[config.mk]
export PLATFORM = sky130hd
export DESIGN_NAME = sdm_func_map
export DESIGN_NICKNAME = d
export VERILOG_FILES = /design/src/hdl/sdm_pkg.sv /design/src/hdl/sdm_func_map.sv
export SDC_FILE = /design/constraint.sdc
export NUM_CORES = 1
export LEC_CHECK = 0
export BUFFER_PORTS_ARGS = -buffer_cell sky130_fd_sc_hd__buf_2
export CAP_MARGIN = 5
export CORE_MARGIN = 1
export CORE_UTILIZATION = 33
export DETAILED_ROUTE_END_ITERATION = 6
export PLACE_DENSITY = 0.63
export SYNTH_ARGS = -nofsm -noshare
export SYNTH_HDL_FRONTEND = slang
export SYNTH_SLANG_ARGS = --single-unit
[constraint.sdc]
create_clock -name core_clk -period 3.4 [get_ports core_clk]
set_clock_uncertainty 0.05 [all_clocks]
set_input_delay 0.34 -clock core_clk [delete_from_list [all_inputs] [get_ports core_clk]]
set_output_delay 0.34 -clock core_clk [all_outputs]
set_load 0.01 [all_outputs]
[src/hdl/sdm_pkg.sv]
/*
  Constants, function codes and carrier types for the servo digital
  input / output function map.
  Assumes one drive clock and a synchronous reset; the control core
  and the parameter store sit on the same clock as this block.
*/
package sdm_pkg;

  localparam int DI_COUNT     = 5;
  localparam int DO_COUNT     = 4;
  localparam int CODE_W       = 5;
  localparam int ESTOP_MODE_W = 2;
  localparam int DEV_MODE_W   = 4;
  localparam int WARM_W       = 2;

  typedef logic [CODE_W-1:0] sdm_code_t;

  // Input function codes
  localparam sdm_code_t DI_NONE        = 5'h00;
  localparam sdm_code_t DI_ALARM_CLEAR = 5'h02;
  localparam sdm_code_t DI_POS_LIMIT   = 5'h03;
  localparam sdm_code_t DI_NEG_LIMIT   = 5'h04;
  localparam sdm_code_t DI_ESTOP       = 5'h0f;
  localparam sdm_code_t DI_DEV_WIPE    = 5'h14;
  localparam sdm_code_t DI_HOME_REF    = 5'h18;

  // Output function codes
  localparam sdm_code_t DO_FORCE_OFF   = 5'h00;
  localparam sdm_code_t DO_FORCE_ON    = 5'h01;
  localparam sdm_code_t DO_READY       = 5'h02;
  localparam sdm_code_t DO_FAULT_FLAG  = 5'h03;
  localparam sdm_code_t DO_HOLD_BRAKE  = 5'h08;
  localparam sdm_code_t DO_RUNNING     = 5'h09;
  localparam sdm_code_t DO_TORQUE_CAP  = 5'h0b;
  localparam sdm_code_t DO_SPEED_CAP   = 5'h0c;
  localparam sdm_code_t DO_HOME_DONE   = 5'h0d;
  localparam sdm_code_t DO_DYN_BRAKE   = 5'h1e;

  // Parameter values
  localparam logic                  LIMIT_IGNORE   = 1'h1;
  localparam logic [DEV_MODE_W-1:0] DEV_CLEAR_EDGE = 4'h1;

  // Cycle counts: enabled cycles after reset before pin edges other than the stop edge count
  localparam logic [WARM_W-1:0] WARM_CYCLES = 2'h3;
  localparam logic [WARM_W-1:0] WARM_ONE    = 2'h1;

  // Values after reset
  localparam logic                    PIN_RST   = 1'h0;
  localparam logic                    PULSE_RST = 1'h0;
  localparam logic                    ALLOW_RST = 1'h0;
  localparam logic [ESTOP_MODE_W-1:0] EMODE_RST = 2'h0;
  localparam logic [WARM_W-1:0]       WARM_RST  = 2'h0;

  typedef struct packed {
    logic                    limitIgnoreParam;
    logic [ESTOP_MODE_W-1:0] estopModeParam;
    logic [DEV_MODE_W-1:0]   deviationClearModeParam;
  } sdm_param_t;

  typedef struct packed {
    logic mainPowerOk;
    logic alarmActive;
    logic alarmClearable;
    logic brakeRelease;
    logic motorRunning;
    logic torqueAtLimit;
    logic speedAtLimit;
    logic torqueCtrlMode;
    logic homingDone;
    logic dynBrakeReq;
  } sdm_core_stat_t;

  typedef struct packed {
    logic                    alarmClear;
    logic                    posAllowed;
    logic                    negAllowed;
    logic                    estopStop;
    logic [ESTOP_MODE_W-1:0] estopMode;
    logic                    devWipe;
    logic                    homeRefLevel;
    logic                    homeRefEdge;
  } sdm_core_ctrl_t;

endpackage : sdm_pkg

[src/hdl/sdm_func_map.sv]
/*
  Digital input / output function map of the servo drive.
  Input pins are synchronised, decoded by their function codes and
  turned into control requests for the drive core; output pins are
  driven from core status as their function codes select.
  Assumes pins are asynchronous, while codes, parameters and core
  status come from logic on core_clk.
*/
module sdm_func_map
  import sdm_pkg::*;
#(
  parameter int NUM_DI = DI_COUNT,
  parameter int NUM_DO = DO_COUNT
) (
  input  wire logic                             core_clk,
  input  wire logic                             sys_rst,
  input  wire logic                             clkEn,
  input  wire logic [NUM_DI-1:0]                diPin,
  input  wire logic [NUM_DI-1:0][CODE_W-1:0]    diCode,
  input  wire logic [NUM_DO-1:0][CODE_W-1:0]    doCode,
  input  wire sdm_param_t                       param,
  input  wire sdm_core_stat_t                   coreStat,
  output logic      [NUM_DO-1:0]                doPin,
  output sdm_core_ctrl_t                        coreCtrl,
  output logic      [NUM_DI-1:0]                diState,
  output logic      [NUM_DI-1:0]                diCodeBad,
  output logic      [NUM_DO-1:0]                doCodeBad
);

  // Pins carrying a given input function
  function automatic logic [NUM_DI-1:0] diMatch(
    input logic [NUM_DI-1:0][CODE_W-1:0] codes,
    input sdm_code_t                     fn
  );
    logic [NUM_DI-1:0] hit;
    hit = '0;
    for (int i = 0; i < NUM_DI; i++) begin
      hit[i] = (codes[i] == fn);
    end
    return hit;
  endfunction : diMatch

  function automatic logic diKnown(input sdm_code_t code);
    logic ok;
    ok = 1'b0;
    case (code)
      DI_NONE, DI_ALARM_CLEAR, DI_POS_LIMIT, DI_NEG_LIMIT,
      DI_ESTOP, DI_DEV_WIPE, DI_HOME_REF: ok = 1'b1;
      default: ok = 1'b0;
    endcase
    return ok;
  endfunction : diKnown

  function automatic logic doKnown(input sdm_code_t code);
    logic ok;
    ok = 1'b0;
    case (code)
      DO_FORCE_OFF, DO_FORCE_ON, DO_READY, DO_FAULT_FLAG,
      DO_HOLD_BRAKE, DO_RUNNING, DO_TORQUE_CAP, DO_SPEED_CAP,
      DO_HOME_DONE, DO_DYN_BRAKE: ok = 1'b1;
      default: ok = 1'b0;
    endcase
    return ok;
  endfunction : doKnown

  // Level an output pin takes for its function code
  function automatic logic doLevel(
    input sdm_code_t      code,
    input sdm_core_stat_t st
  );
    logic lvl;
    lvl = 1'b0;
    case (code)
      DO_FORCE_OFF:  lvl = 1'b0;
      DO_FORCE_ON:   lvl = 1'b1;
      DO_READY:      lvl = st.mainPowerOk & ~st.alarmActive;
      DO_FAULT_FLAG: lvl = ~st.alarmActive;
      DO_HOLD_BRAKE: lvl = st.brakeRelease;
      DO_RUNNING:    lvl = st.motorRunning;
      DO_TORQUE_CAP: lvl = st.torqueAtLimit;
      DO_SPEED_CAP:  lvl = st.torqueCtrlMode & st.speedAtLimit;
      DO_HOME_DONE:  lvl = st.homingDone;
      DO_DYN_BRAKE:  lvl = st.dynBrakeReq;
      default:       lvl = 1'b0;
    endcase
    return lvl;
  endfunction : doLevel

  // Rising edge of a function level; while armed is low the edge
  // is not reported
  function automatic logic riseOf(
    input logic lvl,
    input logic prev,
    input logic armed
  );
    return lvl & ~prev & armed;
  endfunction : riseOf

  // Input synchroniser
  logic [NUM_DI-1:0] pinMeta_q;
  logic [NUM_DI-1:0] pinSync_q;

  always_ff @(posedge core_clk) begin
    if (sys_rst) begin
      pinMeta_q <= {NUM_DI{PIN_RST}};
      pinSync_q <= {NUM_DI{PIN_RST}};
    end else if (clkEn) begin
      pinMeta_q <= diPin;
      pinSync_q <= pinMeta_q;
    end
  end

  // Edges other than the stop edge count only once the synchroniser and the history flops hold
  // real pin levels, so a pin held ON through reset is no OFF-to-ON
  // edge; the price is that a pin rising in these first cycles is lost
  logic [WARM_W-1:0] warm_q;
  logic              primed;

  assign primed = (warm_q == WARM_CYCLES);

  always_ff @(posedge core_clk) begin
    if (sys_rst) begin
      warm_q <= WARM_RST;
    end else if (clkEn && !primed) begin
      warm_q <= warm_q + WARM_ONE;
    end
  end

  // Per-pin function decode; unknown codes and code 0 select nothing
  logic [NUM_DI-1:0] ackSel;
  logic [NUM_DI-1:0] posSel;
  logic [NUM_DI-1:0] negSel;
  logic [NUM_DI-1:0] stopSel;
  logic [NUM_DI-1:0] wipeSel;
  logic [NUM_DI-1:0] refSel;

  assign ackSel  = diMatch(diCode, DI_ALARM_CLEAR);
  assign posSel  = diMatch(diCode, DI_POS_LIMIT);
  assign negSel  = diMatch(diCode, DI_NEG_LIMIT);
  assign stopSel = diMatch(diCode, DI_ESTOP);
  assign wipeSel = diMatch(diCode, DI_DEV_WIPE);
  assign refSel  = diMatch(diCode, DI_HOME_REF);

  // Function levels: several pins on one function are ORed
  logic ackLvl;
  logic stopLvl;
  logic wipeLvl;
  logic refLvl;

  assign ackLvl  = |(ackSel & pinSync_q);
  assign stopLvl = |(stopSel & pinSync_q);
  assign wipeLvl = |(wipeSel & pinSync_q);
  assign refLvl  = |(refSel & pinSync_q);

  // Function history for edge detection; re-coding a pin that is
  // already ON raises its function level and counts as an edge
  logic ackLvl_q;
  logic stopLvl_q;
  logic wipeLvl_q;
  logic refLvl_q;

  always_ff @(posedge core_clk) begin
    if (sys_rst) begin
      ackLvl_q  <= PIN_RST;
      stopLvl_q <= PIN_RST;
      wipeLvl_q <= PIN_RST;
      refLvl_q  <= PIN_RST;
    end else if (clkEn) begin
      ackLvl_q  <= ackLvl;
      stopLvl_q <= stopLvl;
      wipeLvl_q <= wipeLvl;
      refLvl_q  <= refLvl;
    end
  end

  logic ackRise;
  logic stopRise;
  logic wipeRise;
  logic refRise;

  // The stop edge is never masked, so a stop held through reset still
  // captures the configured stop mode
  assign ackRise  = riseOf(ackLvl, ackLvl_q, primed);
  assign stopRise = riseOf(stopLvl, stopLvl_q, 1'b1);
  assign wipeRise = riseOf(wipeLvl, wipeLvl_q, primed);
  assign refRise  = riseOf(refLvl, refLvl_q, primed);

  // Alarm clear request
  // Edge and alarm state are judged in the same cycle
  logic alarmClear_d;

  assign alarmClear_d = ackRise & coreStat.alarmActive
                      & coreStat.alarmClearable;

  // Travel limits: all assigned pins must be ON to allow a direction;
  // with no pin assigned the direction is free
  // A broken wire to a normally closed switch reads OFF and so blocks
  logic posAll;
  logic negAll;
  logic ignoreLimits;
  logic posAllowed_d;
  logic negAllowed_d;

  assign posAll       = &(pinSync_q | ~posSel);
  assign negAll       = &(pinSync_q | ~negSel);
  assign ignoreLimits = (param.limitIgnoreParam == LIMIT_IGNORE);
  assign posAllowed_d = ignoreLimits | posAll;
  assign negAllowed_d = ignoreLimits | negAll;

  // Emergency stop: mode captured when the stop starts, held until release
  // so that a parameter change cannot alter a stop under way
  logic [ESTOP_MODE_W-1:0] estopMode_d;
  logic [ESTOP_MODE_W-1:0] estopMode_q;

  assign estopMode_d = stopRise ? param.estopModeParam :
                       stopLvl  ? estopMode_q          :
                                  param.estopModeParam;

  // Deviation wipe: edge in mode 1, level in any other mode
  logic devEdgeMode;
  logic devWipe_d;

  assign devEdgeMode = (param.deviationClearModeParam == DEV_CLEAR_EDGE);
  assign devWipe_d   = devEdgeMode ? wipeRise : wipeLvl;

  // Control requests to the drive core
  // Every request is registered so the core never sees decode glitches
  logic                    alarmClear_q;
  logic                    posAllowed_q;
  logic                    negAllowed_q;
  logic                    estopStop_q;
  logic                    devWipe_q;
  logic                    homeRefLevel_q;
  logic                    homeRefEdge_q;

  always_ff @(posedge core_clk) begin
    if (sys_rst) begin
      alarmClear_q   <= PULSE_RST;
      posAllowed_q   <= ALLOW_RST;
      negAllowed_q   <= ALLOW_RST;
      estopStop_q    <= PULSE_RST;
      estopMode_q    <= EMODE_RST;
      devWipe_q      <= PULSE_RST;
      homeRefLevel_q <= PULSE_RST;
      homeRefEdge_q  <= PULSE_RST;
    end else if (clkEn) begin
      alarmClear_q   <= alarmClear_d;
      posAllowed_q   <= posAllowed_d;
      negAllowed_q   <= negAllowed_d;
      estopStop_q    <= stopLvl;
      estopMode_q    <= estopMode_d;
      devWipe_q      <= devWipe_d;
      homeRefLevel_q <= refLvl;
      homeRefEdge_q  <= refRise;
    end
  end

  assign coreCtrl.alarmClear   = alarmClear_q;
  assign coreCtrl.posAllowed   = posAllowed_q;
  assign coreCtrl.negAllowed   = negAllowed_q;
  assign coreCtrl.estopStop    = estopStop_q;
  assign coreCtrl.estopMode    = estopMode_q;
  assign coreCtrl.devWipe      = devWipe_q;
  assign coreCtrl.homeRefLevel = homeRefLevel_q;
  assign coreCtrl.homeRefEdge  = homeRefEdge_q;

  // Output pins and code checks
  logic [NUM_DO-1:0] doPin_d;
  logic [NUM_DO-1:0] doPin_q;
  logic [NUM_DO-1:0] doBad_d;
  logic [NUM_DO-1:0] doBad_q;
  logic [NUM_DI-1:0] diBad_d;
  logic [NUM_DI-1:0] diBad_q;

  for (genvar o = 0; o < NUM_DO; o++) begin : g_do
    assign doPin_d[o] = doLevel(doCode[o], coreStat);
    assign doBad_d[o] = ~doKnown(doCode[o]);
  end

  for (genvar d = 0; d < NUM_DI; d++) begin : g_di
    assign diBad_d[d] = ~diKnown(diCode[d]);
  end

  always_ff @(posedge core_clk) begin
    if (sys_rst) begin
      doPin_q <= {NUM_DO{PIN_RST}};
      doBad_q <= {NUM_DO{PIN_RST}};
      diBad_q <= {NUM_DI{PIN_RST}};
    end else if (clkEn) begin
      doPin_q <= doPin_d;
      doBad_q <= doBad_d;
      diBad_q <= diBad_d;
    end
  end

  assign doPin     = doPin_q;
  assign doCodeBad = doBad_q;
  assign diCodeBad = diBad_q;
  assign diState   = pinSync_q;

endmodule : sdm_func_map

Word level (Yosys, flattened, before mapping)
Memory sizes are Yosys's and may differ from the RTL's.
Index checks and enable logic that the tools add are counted.
{"block": "word_totals", "mem_bits_ro": 128, "inputBits": 70, "word_cells": 156, "mem_count": 4, "register_bits": 36}
{"name": "(no name shown)", "words": 32, "word_bits": 1, "rd": 1, "rd_clocked_by_memory_dff": 0, "write_ports": 0, "line_no": "sdm_func_map.sv:57", "rtl": "case (code)"}
{"name": "(no name shown)", "words": 32, "word_bits": 1, "rd": 1, "rd_clocked_by_memory_dff": 0, "write_ports": 0, "line_no": "sdm_func_map.sv:57"}
{"name": "(no name shown)", "words": 32, "word_bits": 1, "rd": 1, "rd_clocked_by_memory_dff": 0, "write_ports": 0, "line_no": "sdm_func_map.sv:57"}
{"name": "(no name shown)", "words": 32, "word_bits": 1, "rd": 1, "rd_clocked_by_memory_dff": 0, "write_ports": 0, "line_no": "sdm_func_map.sv:57"}
{"block": "op_classes", "n_mux": 12, "eq_ne": 69, "addsub": 1, "bitwise": 35, "reduce_logical": 19}
{"op": "5-bit by 4-bit == test with 1-bit output, second input constant", "count": 25}
{"op": "5-bit by 2-bit == test with 1-bit output, second input constant", "count": 18}
{"op": "5-bit == test, second input constant", "count": 14}
{"op": "1-bit case mux with 9 select lines", "count": 4}
{"op": "7-bit OR reduction", "count": 5}
{"op": "5-bit by 3-bit == test with 1-bit output, second input constant", "count": 5}
{"op": "5-bit zero test", "count": 5}
{"op": "5-bit AND", "count": 4}
{"op": "5-bit by 1-bit == test with 1-bit output, second input constant", "count": 4}
{"op": "5-bit OR reduction", "count": 4}
{"op": "1-bit NOT", "count": 14}
{"op": "1-bit AND", "count": 11}
{"op": "5-bit NOT", "count": 2}
{"op": "5-bit bitwise OR", "count": 2}
{"op": "5-bit AND reduction", "count": 2}
{"op": "1-bit 2-to-1 mux", "count": 6}
{"op": "4-bit by 1-bit == test with 1-bit output, second input constant", "count": 1}
{"op": "2-bit 2-to-1 mux", "count": 2}
{"op": "2-bit by 1-bit adder with 2-bit output, second input constant", "count": 1}
{"op": "2-bit == test, second input constant", "count": 1}
{"op": "2-bit by 1-bit != test with 1-bit output, second input constant", "count": 1}
{"op": "1-bit bitwise OR", "count": 2}
{"op": "2-bit AND reduction", "count": 1}
{"op": "1-bit logical AND", "count": 1}
{"op": "1-bit zero test", "count": 1}

Logic depth before layout (Yosys ltp)
Gate-level depths: netlist of the first run.
{"block": "depth", "ltp_word": 7, "depth_mapped": 6}

Worst setup path before layout of the first run
OpenSTA, ideal clock, no wires.
{"block": "synth_timing", "path_type": "in2reg", "start": "input port diCode[23] (netlist name)", "end": "register negAllowed_q", "stages": 6, "path_slack_ns": 1.947, "t_required_ns": 3.213, "arrival_ns": 1.266, "path_cell_list": "buf_2 > nor3_1 > nor4bb_1 > a21oi_1 > a31oi_1 > a211oi_1"}
{"block": "synth_between", "elab_chain_cells": 5}
{"element": "start, declared", "line_no": "sdm_func_map.sv:19", "rtl": "input wire logic [NUM_DI-1:0][CODE_W-1:0] diCode,"}
{"element": "5-bit by 3-bit == test with 1-bit output", "line_no": "sdm_func_map.sv:38", "rtl": "hit[i] = (codes[i] == fn);"}
{"element": "5-bit NOT", "line_no": "sdm_func_map.sv:205", "rtl": "assign negAll = &(pinSync_q | ~negSel);"}
{"element": "5-bit bitwise OR", "line_no": "sdm_func_map.sv:205"}
{"element": "5-bit AND reduction", "line_no": "sdm_func_map.sv:205"}
{"element": "1-bit bitwise OR", "line_no": "sdm_func_map.sv:208", "rtl": "assign negAllowed_d = ignoreLimits | negAll;"}
{"element": "end signal, assigned", "line_no": "sdm_func_map.sv:249", "rtl": "negAllowed_q <= negAllowed_d;"}
{"element": "end, declared", "line_no": "sdm_func_map.sv:230", "rtl": "logic negAllowed_q;"}
Every way passes these cells.
A chain may end at the register's enable or synchronous reset.

==> results.toml, run 1 <==
[clocking]
cts_root_buf = "clkbuf_8"
postCtsSetupRepairBufs = 0
cts_tree = "done"
clock_sinks = 36
cts_hold_buf = 0
cts_buffers = 5
ctsResizeCount = 0
path_clk_slew_ns = 0.07
cts_buffer_depth = 2
cts-htree-levels = 2
worstSkewPairLatency_ns = 0.29

[synth]
synthDistinctLibCells = 53
ys_warn_count = 0
yosys.area.top_type = "dfxtp_1"
ys_seq_area_share_pct = 28.70
syn-num-nets = 400
synthesis.instances = 329
synth_area_per_cell_um2 = 7.633
synth_edf_count = 0
syn_area_mm2 = 0.002511
synth-async-reset-ratio_pct = 0
synth_top_area_share_pct = 28.70
synth_area_leaders = "dfxtp_1 (29%), nor2_1 (7.8%), mux2i_1 (5.6%)"
ys_ff_latch = 36
synthFlopType = "dfxtp_1"

[place]
dpl.cell_count = 504
portBuffers = 96
routabilityCongestion = 0.8461
placed_cell_area_mm2 = 0.003005
post-place-ws_ns = 1.403
hpwl_mm = 5.563

[routing]
drc = 0
viasPerCell = 5.307
routed_wl_mm = 7.140
dr.pass1.iters = 4
dr.first_iter.drc_count = 129
vias = 2717
wire_per_inst_um = 13.95
ant_nets = 0

[die]
io_pins = 97
die-area_mm2 = 0.007962
core_area_mm2 = 0.007292
initial_utilization_pct = 34.44
die_w_um = 89.23
rows = 31
die_y_um = 89.23

[cells_and_area]
n_antenna_cell = 0
synthToLayoutAreaGrowth_pct = 23.97
drive_gt1_share_pct = 28.33
final_area_mm2 = 0.003113
multi_input_area_mm2 = 0.001654
fillCellCount = 781
ff_latch_area_um2 = 720.7
fin_cells = 512
mostFrequentLayoutCells = "buf_2 (96), nor2_1 (52), dfxtp_1 (36)"
finalNetCount = 483
final_common_cell = "buf_2"

[critical_path]
r2r-end = "alarmClear_q$_SDFFE_PP0P_"
path_class = "in -> reg"
reg2reg_depth = 5
worstPathRequired_ns = 3.54
r2r-start = "diState[2]$_SDFFE_PP0P_"
setup.worst_path.start_class = "primary input"
path_max_fanout = 18
cp-end-kind = "flip-flop"
reg2reg_slack_ns = 1.88
arrival_ns = 1.81

[hold_path]
whs_endpoint = "pinMeta_q[4]$_SDFFE_PP0P_"
hold_depth = 3
min_path_type = "in -> reg"
hold_start = "diPin[4]"

[grt]
grt_overflow = 0
grt_first_pass_wirelength_mm = 10.90
antenna_found_initial = 0
grt_pass1_vias = 2367
grt_usage_pct = 17.77
grt_max_degree = 39

[timing]
setup_slack_ns = 1.726
fin_setup_tns_ns = 0
tightest_slew_ns = 0.6916
setup_viol = 0
timing.final.crit_share_pct = 49.24
rsz0062_at_grt = "no"
finalHoldViolCount = 0
fin_hold_ws_ns = 0.2385
fmax_mhz = 597.3
min_period_ns = 1.674
relSlewSlack_pct = 53.89
slew_violations = 0

[run_status]
outcome = "completed"

[power_and_ir_drop]
p_leak_uw = 0.001279
irDropWorstVdd_v = 0.0002041
p_per_area_mw_per_mm2 = 344.6

[flow_run]
timing.max_cap.violations = 0
[layout make-up]
type	instances	share of cell area (%)
sequential	36	23.15
multi-input combinational	267	53.14
tap	99	3.979
clock inverter	2	1.125
clock buffer	6	2.331
timing repair buffer	97	15.68
inverter	5	0.6029
[sequential cells by signal, summed over array words and instances (netlist names)]
name	cells
ackLvl_q	1
alarmClear_q	1
devWipe_q	1
diCodeBad	5
diState	5
doCodeBad	4
doPin	4
estopMode_q	2
estopStop_q	1
homeRefEdge_q	1
homeRefLevel_q	1
negAllowed_q	1
pinMeta_q	5
posAllowed_q	1
warm_q	2
wipeLvl_q	1
[power breakdown]
part / leakage, µW / switching, µW / internal (µW)
registers: 0.000297 / 17.1 / 447
clock network: 0.0000552 / 153 / 218
logic: 0.000927 / 134 / 104
total: 0.00128 / 305 / 768
[Yosys cell counts, types with 2 or more instances]
master / number
a21oi_1: 18
nor3_1: 8
a31oi_1: 8
a211oi_1: 5
nand2b_1: 12
a41oi_1: 3
nand3_1: 11
buf_4: 7
o211ai_1: 6
nand3b_1: 8
a22o_1: 3
a211o_1: 4
nor2b_1: 6
o32ai_1: 2
a311oi_1: 4
nand2_1: 25
buf_2: 10
o21ai_0: 16
nand4_1: 10
o31ai_1: 3
clkbuf_1: 2
a22oi_1: 3
mux2_2: 4
buf_1: 2
and3_1: 3
or3_1: 5
nor4b_1: 4
dfxtp_1: 36
nor2_1: 52
inv_1: 5
nor4_1: 6
mux2i_1: 14
nor3b_1: 4
[critical path, cell delays in order]
cell and delay [ns]:
buf_2 0.36, inv_1 0.38, or4_1 0.61, o32ai_1 0.12
[through the flow]
stage / power (µW) / utilization, %
after floorplan: 603.9 / -
after global placement: 706.4 / 41.21
after detailed placement: 711.9 / 41.21
after CTS: 1087 / 42.69
after global routing: 1137 / 42.69
final: 1073 / 42.69
[worst max path at each step]
| stage | from | to | slack (ns) | depth (start not counted) |
|---|---|---|---|---|
| after floorplan | diCode[23] | negAllowed_q$_SDFFE_PP0P_ | 1.95 | 6 |
| after global placement | clkEn | homeRefEdge_q$_SDFFE_PP0P_ | 1.46 | 4 |
| after detailed placement | clkEn | homeRefEdge_q$_SDFFE_PP0P_ | 1.40 | 4 |
| after CTS | clkEn | homeRefEdge_q$_SDFFE_PP0P_ | 1.71 | 4 |
| after global routing | clkEn | homeRefEdge_q$_SDFFE_PP0P_ | 1.61 | 4 |
| final | clkEn | homeRefEdge_q$_SDFFE_PP0P_ | 1.73 | 4 |
[layer usage]
layer | up-vias | routed length (µm) | GRT usage, %
met2 | 49 | 3504 | 30.67
li1 | 1397 | - | -
met1 | 1266 | 3293 | 23.19
met4 | 0 | 59 | 4.040
met3 | 5 | 283 | 2.955
met5 | - | 0 | 0
[cell families after synthesis]
kind of cell / Yosys count / share of synthesized area [%]
xor+xnor: 1 / 0.3488
buf+inv: 26 / 5.431
mux: 18 / 7.374
fa+ha+maj: 1 / 0.4982
simple gates: 166 / 35.08
flops: 36 / 28.70
compound gates: 81 / 22.57
(Power assumes the default switching activity.)
==> run 2: changes to the inputs <==
- PLACE_DENSITY: 0.63 -> 0.65
- clock period: 3.4 -> 1.35 ns (I/O delays scaled with it)
==> run 2 against run 1 <==
  * The flow now finishes with violations (negative setup slack)
  * Sequential power grew to 2.5 times the previous value
  * Sequential cell count stayed put
  * Via count is 8.4% higher
  * Cell area is 12% higher
  * Largest cell class unchanged
==> results.toml, run 2 (synthesized netlist as in run 1, its figures left out) <==
[power_and_ir_drop]
power_frac_clock_pct = 30.5
internal_power_uw = 1876
irDropWorstVdd_v = 0.0004894
p_sw_share_pct = 30.58
p_leak_uw = 0.001487
p_per_area_mw_per_mm2 = 772.1
p_seq_share_pct = 42.9
power_frac_comb_pct = 26.5
power_switching_uw = 826.3

[cells_and_area]
mostFrequentLayoutCells = "buf_2 (96), nor2_1 (50), buf_4 (39)"
drive_gt1_share_pct = 38.19
n_antenna_cell = 0
final_common_cell = "buf_2"
fin_util_pct = 47.99
synthToLayoutAreaGrowth_pct = 39.36
finalNetCount = 523
fillCellCount = 776
fin_cells = 552

[timing]
setup_viol = 4
min_period_ns = 1.418
setup_slack_ns = -0.06754
relSlewSlack_pct = 70.86
fmax_mhz = 705.4
rsz0062_at_grt = "yes"
slew_violations = 0
tightest_slew_ns = 0.4310
fin_hold_ws_ns = 0.02787
fin_setup_tns_ns = -0.2098
timing.final.crit_share_pct = 105.0
finalHoldViolCount = 0

[place]
routabilityCongestion = 0.8374
hpwl_mm = 6.169
portBuffers = 96
dpl.cell_count = 541

[clocking]
worstSkewPairLatency_ns = 0.29
cts-htree-levels = 2
cts_root_buf = "clkbuf_8"
cts_tree = "done"
clock_sinks = 36
cts_buffers = 5
path_clk_slew_ns = 0.08
cts_hold_buf = 0
cts_buffer_depth = 2

[die]
core_area_mm2 = 0.007292
initial_utilization_pct = 34.44
rows = 31
io_pins = 97
die-area_mm2 = 0.007962
die_w_um = 89.23
die_y_um = 89.23

[critical_path]
setup.worst_path.start_class = "flip-flop"
arrival_ns = 1.55
path_class = "reg -> reg"
cp-end-kind = "flip-flop"
worstPathRequired_ns = 1.48
path_max_fanout = 4

[run_status]
outcome = "finished, violations left"
failed_checks = "negative setup slack"

[grt]
antenna_found_initial = 0
grt_usage_pct = 19.86
grt_max_degree = 31
grt_pass1_vias = 2541
grt_overflow = 0
grt_first_pass_wirelength_mm = 12.16

[routing]
dr.first_iter.drc_count = 160
drc = 0
routed_wl_mm = 7.989
dr.pass1.iters = 4
wire_per_inst_um = 14.47
vias = 2945
viasPerCell = 5.335
ant_nets = 0

[flow_run]
timing.max_cap.violations = 0

[hold_path]
min_path_type = "in -> reg"
==> run 2: final timing paths <==
check | start | to | slack, ns | depth (start not counted)
worst max register to register | diState[0]$_SDFFE_PP0P_ | estopMode_q[0]$_SDFFE_PP0P_ | -0.07 | 5
worst max-delay path | diState[0]$_SDFFE_PP0P_ | estopMode_q[0]$_SDFFE_PP0P_ | -0.07 | 5
worst min-delay path | diPin[0] | pinMeta_q[0]$_SDFFE_PP0P_ | 0.03 | 3
worst min register to register | diCodeBad[2]$_SDFFE_PP0P_ | diCodeBad[2]$_SDFFE_PP0P_ | 0.41 | 2
==> run 2: metal layers <==
metal	track usage (%)	share of wire [%]
met5	0	0
met2	32.27	49
met1	27.42	46
met4	4.040	0.85
met3	3.878	4.3
==> run 2: timing repair <==
item,in CTS,in global routing
pin swaps,2,5
setup endpoints to repair,7,8
setup buffers,3,0
gates resized for setup,7,11
gates cloned,0,0
==> run 2: metrics by stage <==
stage	power [µW]	setup WS, ns	cell area, µm²
after floorplan	1521	0.02131	2511
after global placement	1862	-0.02953	3308
after detailed placement	1878	-0.09702	3308
after CTS	2717	-0.03399	3438
after global routing	2860	-0.1753	3500
final	2702	-0.06754	3500
==> run 2: layout make-up <==
type	count	area, µm²	area share, %
multi-input combinational	267	1722	49.20
timing repair buffer	137	813.3	23.24
sequential	36	728.2	20.81
tap	99	123.9	3.540
clock buffer	7	86.33	2.467
inverter	5	18.77	0.5363
clock inverter	1	7.507	0.2145
==> run 2: power groups by stage <==
stage | registers (µW) | logic (µW) | clock network, µW
final | 1160 | 717 | 825
after global placement | 1180 | 678 | 0
after CTS | 1160 | 703 | 855
after detailed placement | 1190 | 693 | 0
after floorplan | 1200 | 322 | 0
after global routing | 1170 | 793 | 900
==> run 2: critical path: stages (launching register included) <==
cell and delay, ns:
dfxtp_2 0.34, nand3b_1 0.14, o22ai_4 0.10, o41ai_4 0.38
mux2i_1 0.23, nor2_1 0.06
